## config.mk

```make
export PLATFORM = sky130hd
export DESIGN_NAME = acc_top
export DESIGN_NICKNAME = d
export VERILOG_FILES = /design/src/acc_pkg.sv /design/src/acc_top.sv
export SDC_FILE = /design/constraint.sdc
export NUM_CORES = 1
export LEC_CHECK = 0
export BUFFER_PORTS_ARGS = -buffer_cell sky130_fd_sc_hd__buf_2
export CAP_MARGIN = 40
export CORE_MARGIN = 1
export CORE_UTILIZATION = 44
export DETAILED_ROUTE_END_ITERATION = 10
export PLACE_DENSITY = 0.85
export SETUP_SLACK_MARGIN = 0.3
export SKIP_LAST_GASP = 1
export SLEW_MARGIN = 40
export SYNTH_ARGS = -nofsm -noshare
export SYNTH_HDL_FRONTEND = slang
export SYNTH_SLANG_ARGS = --single-unit
```

## constraint.sdc

```tcl
create_clock -name I_CLOCK -period 1.9 [get_ports I_CLOCK]
set_clock_uncertainty 0.15 [all_clocks]
set_input_delay 0.285 -clock I_CLOCK [delete_from_list [all_inputs] [get_ports I_CLOCK]]
set_output_delay 0.285 -clock I_CLOCK [all_outputs]
set_load 0.01 [all_outputs]
```

## src/acc_pkg.sv

```systemverilog
// How it works
// - Clearing start bit aborts the running conversion.
// - Restart always starts the newly written channel; a core done in the cycle after the write completes it with the old data.
// - Four modes; single modes convert selected channel, scan counts down from it to 0.
// - Writing 80h starts single channel conversion.
// - Every completion sets the done flag.
// - Done flag drives interrupt or transfer request.
// - Unread result at completion sets overrun flag.
// - Overrun stays correct for reads near completion.
// - Scan results carry channel in top nibble.
package acc_pkg;

  // Register byte offsets
  localparam int ADDR_W = 4;
  localparam logic [ADDR_W-1:0] ADDR_CTRL = 4'h0;
  localparam logic [ADDR_W-1:0] ADDR_RESULT = 4'h4;
  localparam logic [ADDR_W-1:0] ADDR_STATUS = 4'h8;
  localparam logic [ADDR_W-1:0] ADDR_MASK = 4'hC;

  // Control register fields
  localparam int CHAN_W = 4;
  localparam int CTL_CHAN_LSB = 0;
  localparam int CTL_MODE_LSB = 4;
  localparam int CTL_START_BIT = 7;
  localparam int CTL_XFER_BIT = 8;
  localparam logic [7:0] CTRL_SINGLE_START = 8'h80;

  // Result word layout
  localparam int RES_W = 16;
  localparam int RES_TAG_LSB = 12;

  // Status and mask bit positions
  localparam int ST_W = 2;
  localparam int ST_DONE = 0;
  localparam int ST_OVR = 1;

  // Bus responses
  localparam logic [1:0] RESP_OKAY = 2'h0;
  localparam logic [1:0] RESP_SLVERR = 2'h2;

  // Timing windows in converter clock units
  localparam int RESTART_WIN_TCL = 2;
  localparam int OVR_WIN_TCL = 6;

  // Conversion modes, code 0 is single channel
  typedef enum logic [1:0] {
    MODE_SINGLE,
    MODE_SINGLE_CONT,
    MODE_SCAN,
    MODE_SCAN_CONT
  } acc_mode_t;

  // Controller states
  typedef enum logic {
    ST_IDLE,
    ST_CONV
  } acc_fsm_t;

  // Commands to the analog core
  typedef struct packed {
    logic start;
    logic abort;
    logic [CHAN_W-1:0] chan;
  } acc_core_req_t;

  // Answer from the analog core
  typedef struct packed {
    logic done;
    logic [11:0] data;
  } acc_core_rsp_t;

endpackage

```

## src/acc_top.sv

```systemverilog
// The address map and the AXI4-Lite slave port were chosen for this implementation.
`timescale 1ns/10ps
module acc_top #(
  parameter int DATA_W = 10
) (
  input wire logic I_CLOCK,
  input wire logic I_NRST,
  input wire logic [acc_pkg::ADDR_W-1:0] I_AWADDR,
  input wire logic I_AWVALID,
  output logic O_AWREADY,
  input wire logic [31:0] I_WDATA,
  input wire logic [3:0] I_WSTRB,
  input wire logic I_WVALID,
  output logic O_WREADY,
  output logic [1:0] O_BRESP,
  output logic O_BVALID,
  input wire logic I_BREADY,
  input wire logic [acc_pkg::ADDR_W-1:0] I_ARADDR,
  input wire logic I_ARVALID,
  output logic O_ARREADY,
  output logic [31:0] O_RDATA,
  output logic [1:0] O_RRESP,
  output logic O_RVALID,
  input wire logic I_RREADY,
  output acc_pkg::acc_core_req_t O_CORE,
  input wire acc_pkg::acc_core_rsp_t I_CORE,
  output logic O_XFER_REQ,
  input wire logic I_XFER_ACK,
  output logic [acc_pkg::RES_W-1:0] O_XFER_DATA,
  output logic O_IRQ
);
  import acc_pkg::*;

  // Refuse result widths that collide with the channel tag
  if (DATA_W < 1 || DATA_W > RES_TAG_LSB) begin : g_chk
    $error("DATA_W must be 1 to 12");
  end

  // Whole module state
  typedef struct packed {
    acc_fsm_t fsm;
    logic [CHAN_W-1:0] chan_sel; // Channel written by software
    acc_mode_t mode; // Selected mode
    logic start; // Conversion start bit
    logic xfer_sel; // Done goes to transfer instead of interrupt
    logic [CHAN_W-1:0] cur_chan; // Channel under conversion
    logic [RES_W-1:0] result; // Last result word
    logic unread; // Result not yet fetched
    logic [ST_W-1:0] status; // Sticky event flags
    logic [ST_W-1:0] mask; // Interrupt enables
    logic aw_hold; // Write address captured
    logic [ADDR_W-1:0] aw_addr;
    logic w_hold; // Write data captured
    logic [31:0] wdata;
    logic [3:0] wstrb;
    logic bvalid;
    logic [1:0] bresp;
    logic rvalid;
    logic [1:0] rresp;
    logic [31:0] rdata;
    logic core_start; // One cycle start pulse
    logic core_abort; // One cycle abort pulse
  } acc_state_t;

  acc_state_t s_r;
  acc_state_t s_nxt;

  // Event terms shared by logic and checks
  logic aw_fire;
  logic w_fire;
  logic ar_fire;
  logic wr_fire;
  logic wr_ctrl;
  logic done_evt;
  logic rd_clr;
  logic ovr_evt;
  logic [CHAN_W-1:0] wr_chan;
  logic wr_start;
  logic scan_mode;

  // Read mux and address check
  function automatic logic [33:0] reg_read(input logic [ADDR_W-1:0] addr, input acc_state_t s);
    logic [31:0] d;
    logic [1:0] r;
    d = '0;
    r = RESP_OKAY;
    unique case (addr)
      ADDR_CTRL: begin
        d[CTL_CHAN_LSB +: CHAN_W] = s.chan_sel;
        d[CTL_MODE_LSB +: 2] = s.mode;
        d[CTL_START_BIT] = s.start;
        d[CTL_XFER_BIT] = s.xfer_sel;
      end
      ADDR_RESULT: d[RES_W-1:0] = s.result;
      ADDR_STATUS: d[ST_W-1:0] = s.status;
      ADDR_MASK: d[ST_W-1:0] = s.mask;
      default: r = RESP_SLVERR; // Unmapped reads zero with error
    endcase
    return {r, d};
  endfunction

  // Handshakes and events
  assign O_AWREADY = !s_r.aw_hold && !s_r.bvalid;
  assign O_WREADY = !s_r.w_hold && !s_r.bvalid;
  assign O_ARREADY = !s_r.rvalid;
  assign aw_fire = I_AWVALID && O_AWREADY;
  assign w_fire = I_WVALID && O_WREADY;
  assign ar_fire = I_ARVALID && O_ARREADY;
  assign wr_fire = s_r.aw_hold && s_r.w_hold && !s_r.bvalid;
  assign wr_ctrl = wr_fire && s_r.aw_addr == ADDR_CTRL && s_r.wstrb[0];
  assign wr_chan = s_r.wdata[CTL_CHAN_LSB +: CHAN_W];
  assign wr_start = s_r.wdata[CTL_START_BIT];
  assign done_evt = I_CORE.done && s_r.fsm == ST_CONV;
  assign scan_mode = s_r.mode == MODE_SCAN || s_r.mode == MODE_SCAN_CONT;
  // Fetch by bus or by transfer; it sees the old word
  assign rd_clr = (ar_fire && I_ARADDR == ADDR_RESULT) || (I_XFER_ACK && O_XFER_REQ);
  assign ovr_evt = done_evt && s_r.unread && !rd_clr;

  // Next state
  always_comb begin
    logic [ST_W-1:0] set_v;
    logic [ST_W-1:0] clr_v;
    set_v = '0;
    clr_v = '0;
    s_nxt = s_r;
    s_nxt.core_start = 1'b0;
    s_nxt.core_abort = 1'b0;

    // Capture write address and data in any order
    if (aw_fire) begin
      s_nxt.aw_hold = 1'b1;
      s_nxt.aw_addr = I_AWADDR;
    end
    if (w_fire) begin
      s_nxt.w_hold = 1'b1;
      s_nxt.wdata = I_WDATA;
      s_nxt.wstrb = I_WSTRB;
    end
    // Response retires on bready
    if (s_r.bvalid && I_BREADY) begin
      s_nxt.bvalid = 1'b0;
    end

    // Read channel
    if (s_r.rvalid && I_RREADY) begin
      s_nxt.rvalid = 1'b0;
    end
    if (ar_fire) begin
      {s_nxt.rresp, s_nxt.rdata} = reg_read(I_ARADDR, s_r);
      s_nxt.rvalid = 1'b1;
    end

    // Completion of a conversion
    if (done_evt) begin
      s_nxt.result = '0;
      s_nxt.result[DATA_W-1:0] = I_CORE.data[DATA_W-1:0];
      if (scan_mode) begin
        s_nxt.result[RES_TAG_LSB +: CHAN_W] = s_r.cur_chan;
      end
      set_v[ST_DONE] = 1'b1;
      set_v[ST_OVR] = ovr_evt;
      unique case (s_r.mode)
        MODE_SINGLE: begin
          s_nxt.start = 1'b0;
          s_nxt.fsm = ST_IDLE;
        end
        MODE_SINGLE_CONT: begin
          s_nxt.core_start = 1'b1;
        end
        MODE_SCAN, MODE_SCAN_CONT: begin
          if (s_r.cur_chan != '0) begin
            s_nxt.cur_chan = s_r.cur_chan - 1'b1;
            s_nxt.core_start = 1'b1;
          end else if (s_r.mode == MODE_SCAN_CONT) begin
            s_nxt.cur_chan = s_r.chan_sel;
            s_nxt.core_start = 1'b1;
          end else begin
            s_nxt.start = 1'b0;
            s_nxt.fsm = ST_IDLE;
          end
        end
      endcase
    end

    // Unread tracking, a new result wins over a fetch
    if (done_evt) begin
      s_nxt.unread = 1'b1;
    end else if (rd_clr) begin
      s_nxt.unread = 1'b0;
    end
    if (I_XFER_ACK && O_XFER_REQ) begin
      clr_v[ST_DONE] = 1'b1;
    end

    // Register write, a control write overrides the completion step
    if (wr_fire) begin
      s_nxt.aw_hold = 1'b0;
      s_nxt.w_hold = 1'b0;
      s_nxt.bvalid = 1'b1;
      s_nxt.bresp = RESP_OKAY;
      unique case (s_r.aw_addr)
        ADDR_CTRL: begin
          if (s_r.wstrb[0]) begin
            s_nxt.chan_sel = wr_chan;
            s_nxt.mode = acc_mode_t'(s_r.wdata[CTL_MODE_LSB +: 2]);
            s_nxt.start = wr_start;
            if (wr_start) begin
              // Fresh start always takes the written channel
              s_nxt.cur_chan = wr_chan;
              s_nxt.fsm = ST_CONV;
              s_nxt.core_start = 1'b1;
              s_nxt.core_abort = s_r.fsm == ST_CONV && !done_evt;
            end else begin
              // Start bit cleared stops the conversion
              s_nxt.fsm = ST_IDLE;
              s_nxt.core_start = 1'b0;
              s_nxt.core_abort = s_r.fsm == ST_CONV && !done_evt;
            end
          end
          if (s_r.wstrb[1]) begin
            s_nxt.xfer_sel = s_r.wdata[CTL_XFER_BIT];
          end
        end
        ADDR_STATUS: begin
          if (s_r.wstrb[0]) begin
            clr_v = clr_v | s_r.wdata[ST_W-1:0];
          end
        end
        ADDR_MASK: begin
          if (s_r.wstrb[0]) begin
            s_nxt.mask = s_r.wdata[ST_W-1:0];
          end
        end
        ADDR_RESULT: begin
          s_nxt.bresp = RESP_SLVERR; // Result is read only
        end
        default: s_nxt.bresp = RESP_SLVERR; // Unmapped write
      endcase
    end

    // Sticky flags, set wins over clear
    s_nxt.status = (s_r.status & ~clr_v) | set_v;
  end

  // State register
  always_ff @(posedge I_CLOCK or negedge I_NRST) begin
    if (!I_NRST) begin
      s_r <= '0;
    end else begin
      s_r <= s_nxt;
    end
  end

  // Outputs from state
  assign O_BVALID = s_r.bvalid;
  assign O_BRESP = s_r.bresp;
  assign O_RVALID = s_r.rvalid;
  assign O_RRESP = s_r.rresp;
  assign O_RDATA = s_r.rdata;
  assign O_CORE.start = s_r.core_start;
  assign O_CORE.abort = s_r.core_abort;
  assign O_CORE.chan = s_r.cur_chan;
  assign O_XFER_DATA = s_r.result;
  // Done routed to transfer request or interrupt
  assign O_XFER_REQ = s_r.xfer_sel && s_r.status[ST_DONE];
  assign O_IRQ = (s_r.status[ST_DONE] && s_r.mask[ST_DONE] && !s_r.xfer_sel) ||
                 (s_r.status[ST_OVR] && s_r.mask[ST_OVR]);

  // Checks
  localparam int OVR_WIN = OVR_WIN_TCL;
  localparam int RESTART_WIN = RESTART_WIN_TCL; // Restart hazard span after a completion
endmodule

```

==> results.py <==
metrics = {
    "yosys": {
        "synth-edff-count": 0,
        "async_flop_share_pct": 100,
        "netlist_instances": 306,
        "ys_types": 42,
        "synth_area_um2": 3350,
        "yosysTopAreaCellShare_pct": 50.7,
        "yosys_warnings": 0,
        "synth_seq_cells": 68,
        "seq_area_frac_synth_pct": 50.7,
        "synthTopCellsByArea": "dfrtp_1 51%, buf_4 13%, mux2_2 9.1%",
        "synth_ff_type": "dfrtp_1",
        "avgSynthCellArea_um2": 11.0,
        "yosysTopAreaCell": "dfrtp_1",
    },
    "global_routing": {
        "overflow": 0,
        "grt_max_degree": 69,
        "grt_util_all_layers_pct": 17.8,
        "grt_pass1_vias": 2245,
        "antenna_found_initial": 0,
        "grt_pass1_wl_um": 10600,
    },
    "pwr": {
        "vdd_drop_max_mv": 0.775,
        "powerDensity_nw_per_um2": 1250,
        "leakage_nw": 1.98,
        "finalPower_w": 0.00487,
    },
    "floorplanning": {
        "row_count": 31,
        "die_h_um": 89.3,
        "coreArea_um2": 7290,
        "ios": 130,
        "die_x_um": 89.3,
        "die_area_um2": 7970,
        "start_util_pct": 46.0,
    },
    "critical_path": {
        "end_kind": "flip-flop",
        "reg2reg_slack_ns": 0.06,
        "cp_max_fo": 5,
        "worst_r2r_endpoint": "O_CORE[1]",
        "critPathKind": "reg2reg",
        "cp.required_ns": 1.97,
        "critPathArrivalTime_ns": 1.91,
        "rr_startpoint": "O_CORE[1]",
        "cp-start-kind": "flip-flop",
        "crit_start": "O_CORE[1]",
        "ff2ff_path_depth": 6,
    },
    "clocking": {
        "root_buffer": "clkbuf_8",
        "clk-insertion-delay-late_ns": 0.33,
        "cts.clk_slew.worst_paths_ns": 0.07,
        "cts_tree": "done",
        "cts.sinks": 68,
        "htreeDepth": 3,
        "cts.path.max_buffers": 2,
        "numCtsBuffers": 9,
    },
    "placement": {
        "io_buffers": 79,
        "place_area_um2": 3560,
        "dpl.hpwl_um": 4680,
        "pre_cts_ws_ns": -0.00152,
        "place_inst": 446,
        "place.gp.congestion": 0.805,
    },
    "detailed_routing": {
        "viasPerCell": 4.95,
        "avgRoutedWirePerCell_um": 13.9,
        "drt_pass1_iterations": 4,
        "drtIter0Drc": 110,
        "routed_wl_um": 6520,
        "drcViolationCount": 0,
        "vias": 2321,
        "ant_nets": 0,
    },
    "finish": {
        "regArea_um2": 1700,
        "num-fill-cells": 664,
        "layout_common_cells": "79 x buf_2, 66 x dfrtp_1, 38 x nand2_1",
        "syn_to_final_growth_pct": 16.5,
        "final_common_cell": "buf_2",
        "drive_gt1_share_pct": 43.2,
        "fin_cells": 469,
        "fin_nets": 433,
        "multiInputGateArea_um2": 1310,
        "final_cell_area_um2": 3910,
        "antenna_cells": 0,
    },
    "timing": {
        "setup_viol": 0,
        "fin_crit_ns": 1.84,
        "hold_viol": 0,
        "setup_slack_ns": 0.0595,
        "rsz0062_at_grt": "yes",
        "tns_ns": 0,
        "final.period_utilization_pct": 96.9,
        "maxSlewViolCount": 0,
        "fmax_mhz": 543,
    },
    "min_path": {
        "hp-start": "I_CORE[1]",
        "hold-path-endpoint": "O_XFER_DATA[1]",
        "worstHoldPathType": "in2reg",
        "hold_depth": 2,
    },
    "run": {
        "cap_violations": 0,
    },
    "outcome": {
        "status": "finished clean",
    },
}
[worst max-delay path by stage]
stage | slack (ns) | to | cells past startpoint
global placement | 0.08 | O_CORE[1] | 6
global route | -0.005 | s_r[115] | 7
detailed placement | -0.002 | O_CORE[1] | 6
CTS | 0.08 | O_CORE[1] | 6
finish | 0.06 | O_CORE[1] | 6
floorplan | 0.09 | O_CORE[1] | 6
[cell usage after synthesis, types with 3 or more instances]
cell	n
dfrtp_1	68
nor2_1	9
mux2i_1	6
a31oi_1	4
buf_2	6
a21oi_1	7
or3_1	4
nand2_1	39
mux2_2	27
buf_4	58
clkbuf_1	5
o21ai_0	9
a22o_1	8
nand3_1	4
o31ai_1	7
and3_1	3
inv_1	9
[what timing repair did]
item | in CTS | in global routing
hold buffers | 3 | 0
pin swaps | 3 | 7
hold endpoints to repair | 70 | 0
setup buffers | 4 | 2
gates resized for setup | 13 | 14
endpoints found under the setup margin | 20 | 23
[cell type report]
class | instances | area share (%)
clock buffers | 11 | 3.36
flip-flops and latches | 68 | 43.6
clock inverters | 3 | 1.02
repair buffers | 98 | 14.5
inverters | 9 | 0.865
well taps | 99 | 3.17
multi-input cells | 181 | 33.5
[worst max-delay path: stages (launching register included)]
cell	delay [ns]
dfrtp_1	0.39
inv_2	0.08
ha_4	0.13
or3b_4	0.41
or3_4	0.34
a21oi_2	0.17
o2bb2ai_2	0.06
[flip-flops by register name, summed over array words and instances, names as in the netlist]
register and flops:
s_r 30, O_RDATA 14, O_XFER_DATA 14, O_CORE 6, O_BRESP 1, O_BVALID 1, O_RRESP 1, O_RVALID 1
[power breakdown]
group / leakage [nW] / internal [W] / switching (W)
Sequential: 0.873 / 0.00189 / 0.000458
Combinational: 1.02 / 0.000753 / 0.000690
Clock: 0.0890 / 0.000588 / 0.000490
[kinds of logic (layout without fill, tap and decap cells)]
family / count (synthesis) / count (layout) / share of synthesized area (%)
DFF: 68 / 68 / 50.7
and+or+nand+nor: 78 / 78 / 11.8
buffers and inverters: 78 / 121 / 15.4
muxes: 35 / 35 / 12.2
adders and majority gates: 1 / 1 / 0.373
other: 1 / 22 / 0.112
AOI/OAI and AO/OA: 45 / 45 / 9.37
[per-layer routing]
layer | vias up | track usage, % | wire (um)
met5 | - | 0 | 0
met4 | 0 | 6.35 | 31
met3 | 4 | 6.00 | 395
met2 | 83 | 28.5 | 3200
met1 | 1131 | 22.6 | 2890
li1 | 1103 | - | -
[stage by stage]
stage               utilization, %  hold WS (ns)
floorplan                        -        -0.161
global placement              48.8         0.176
detailed placement            48.8         0.184
CTS                           52.7       0.00956
global route                  53.6       0.00976
finish                        53.6        0.0280
Power figures use the tool's default switching activity.
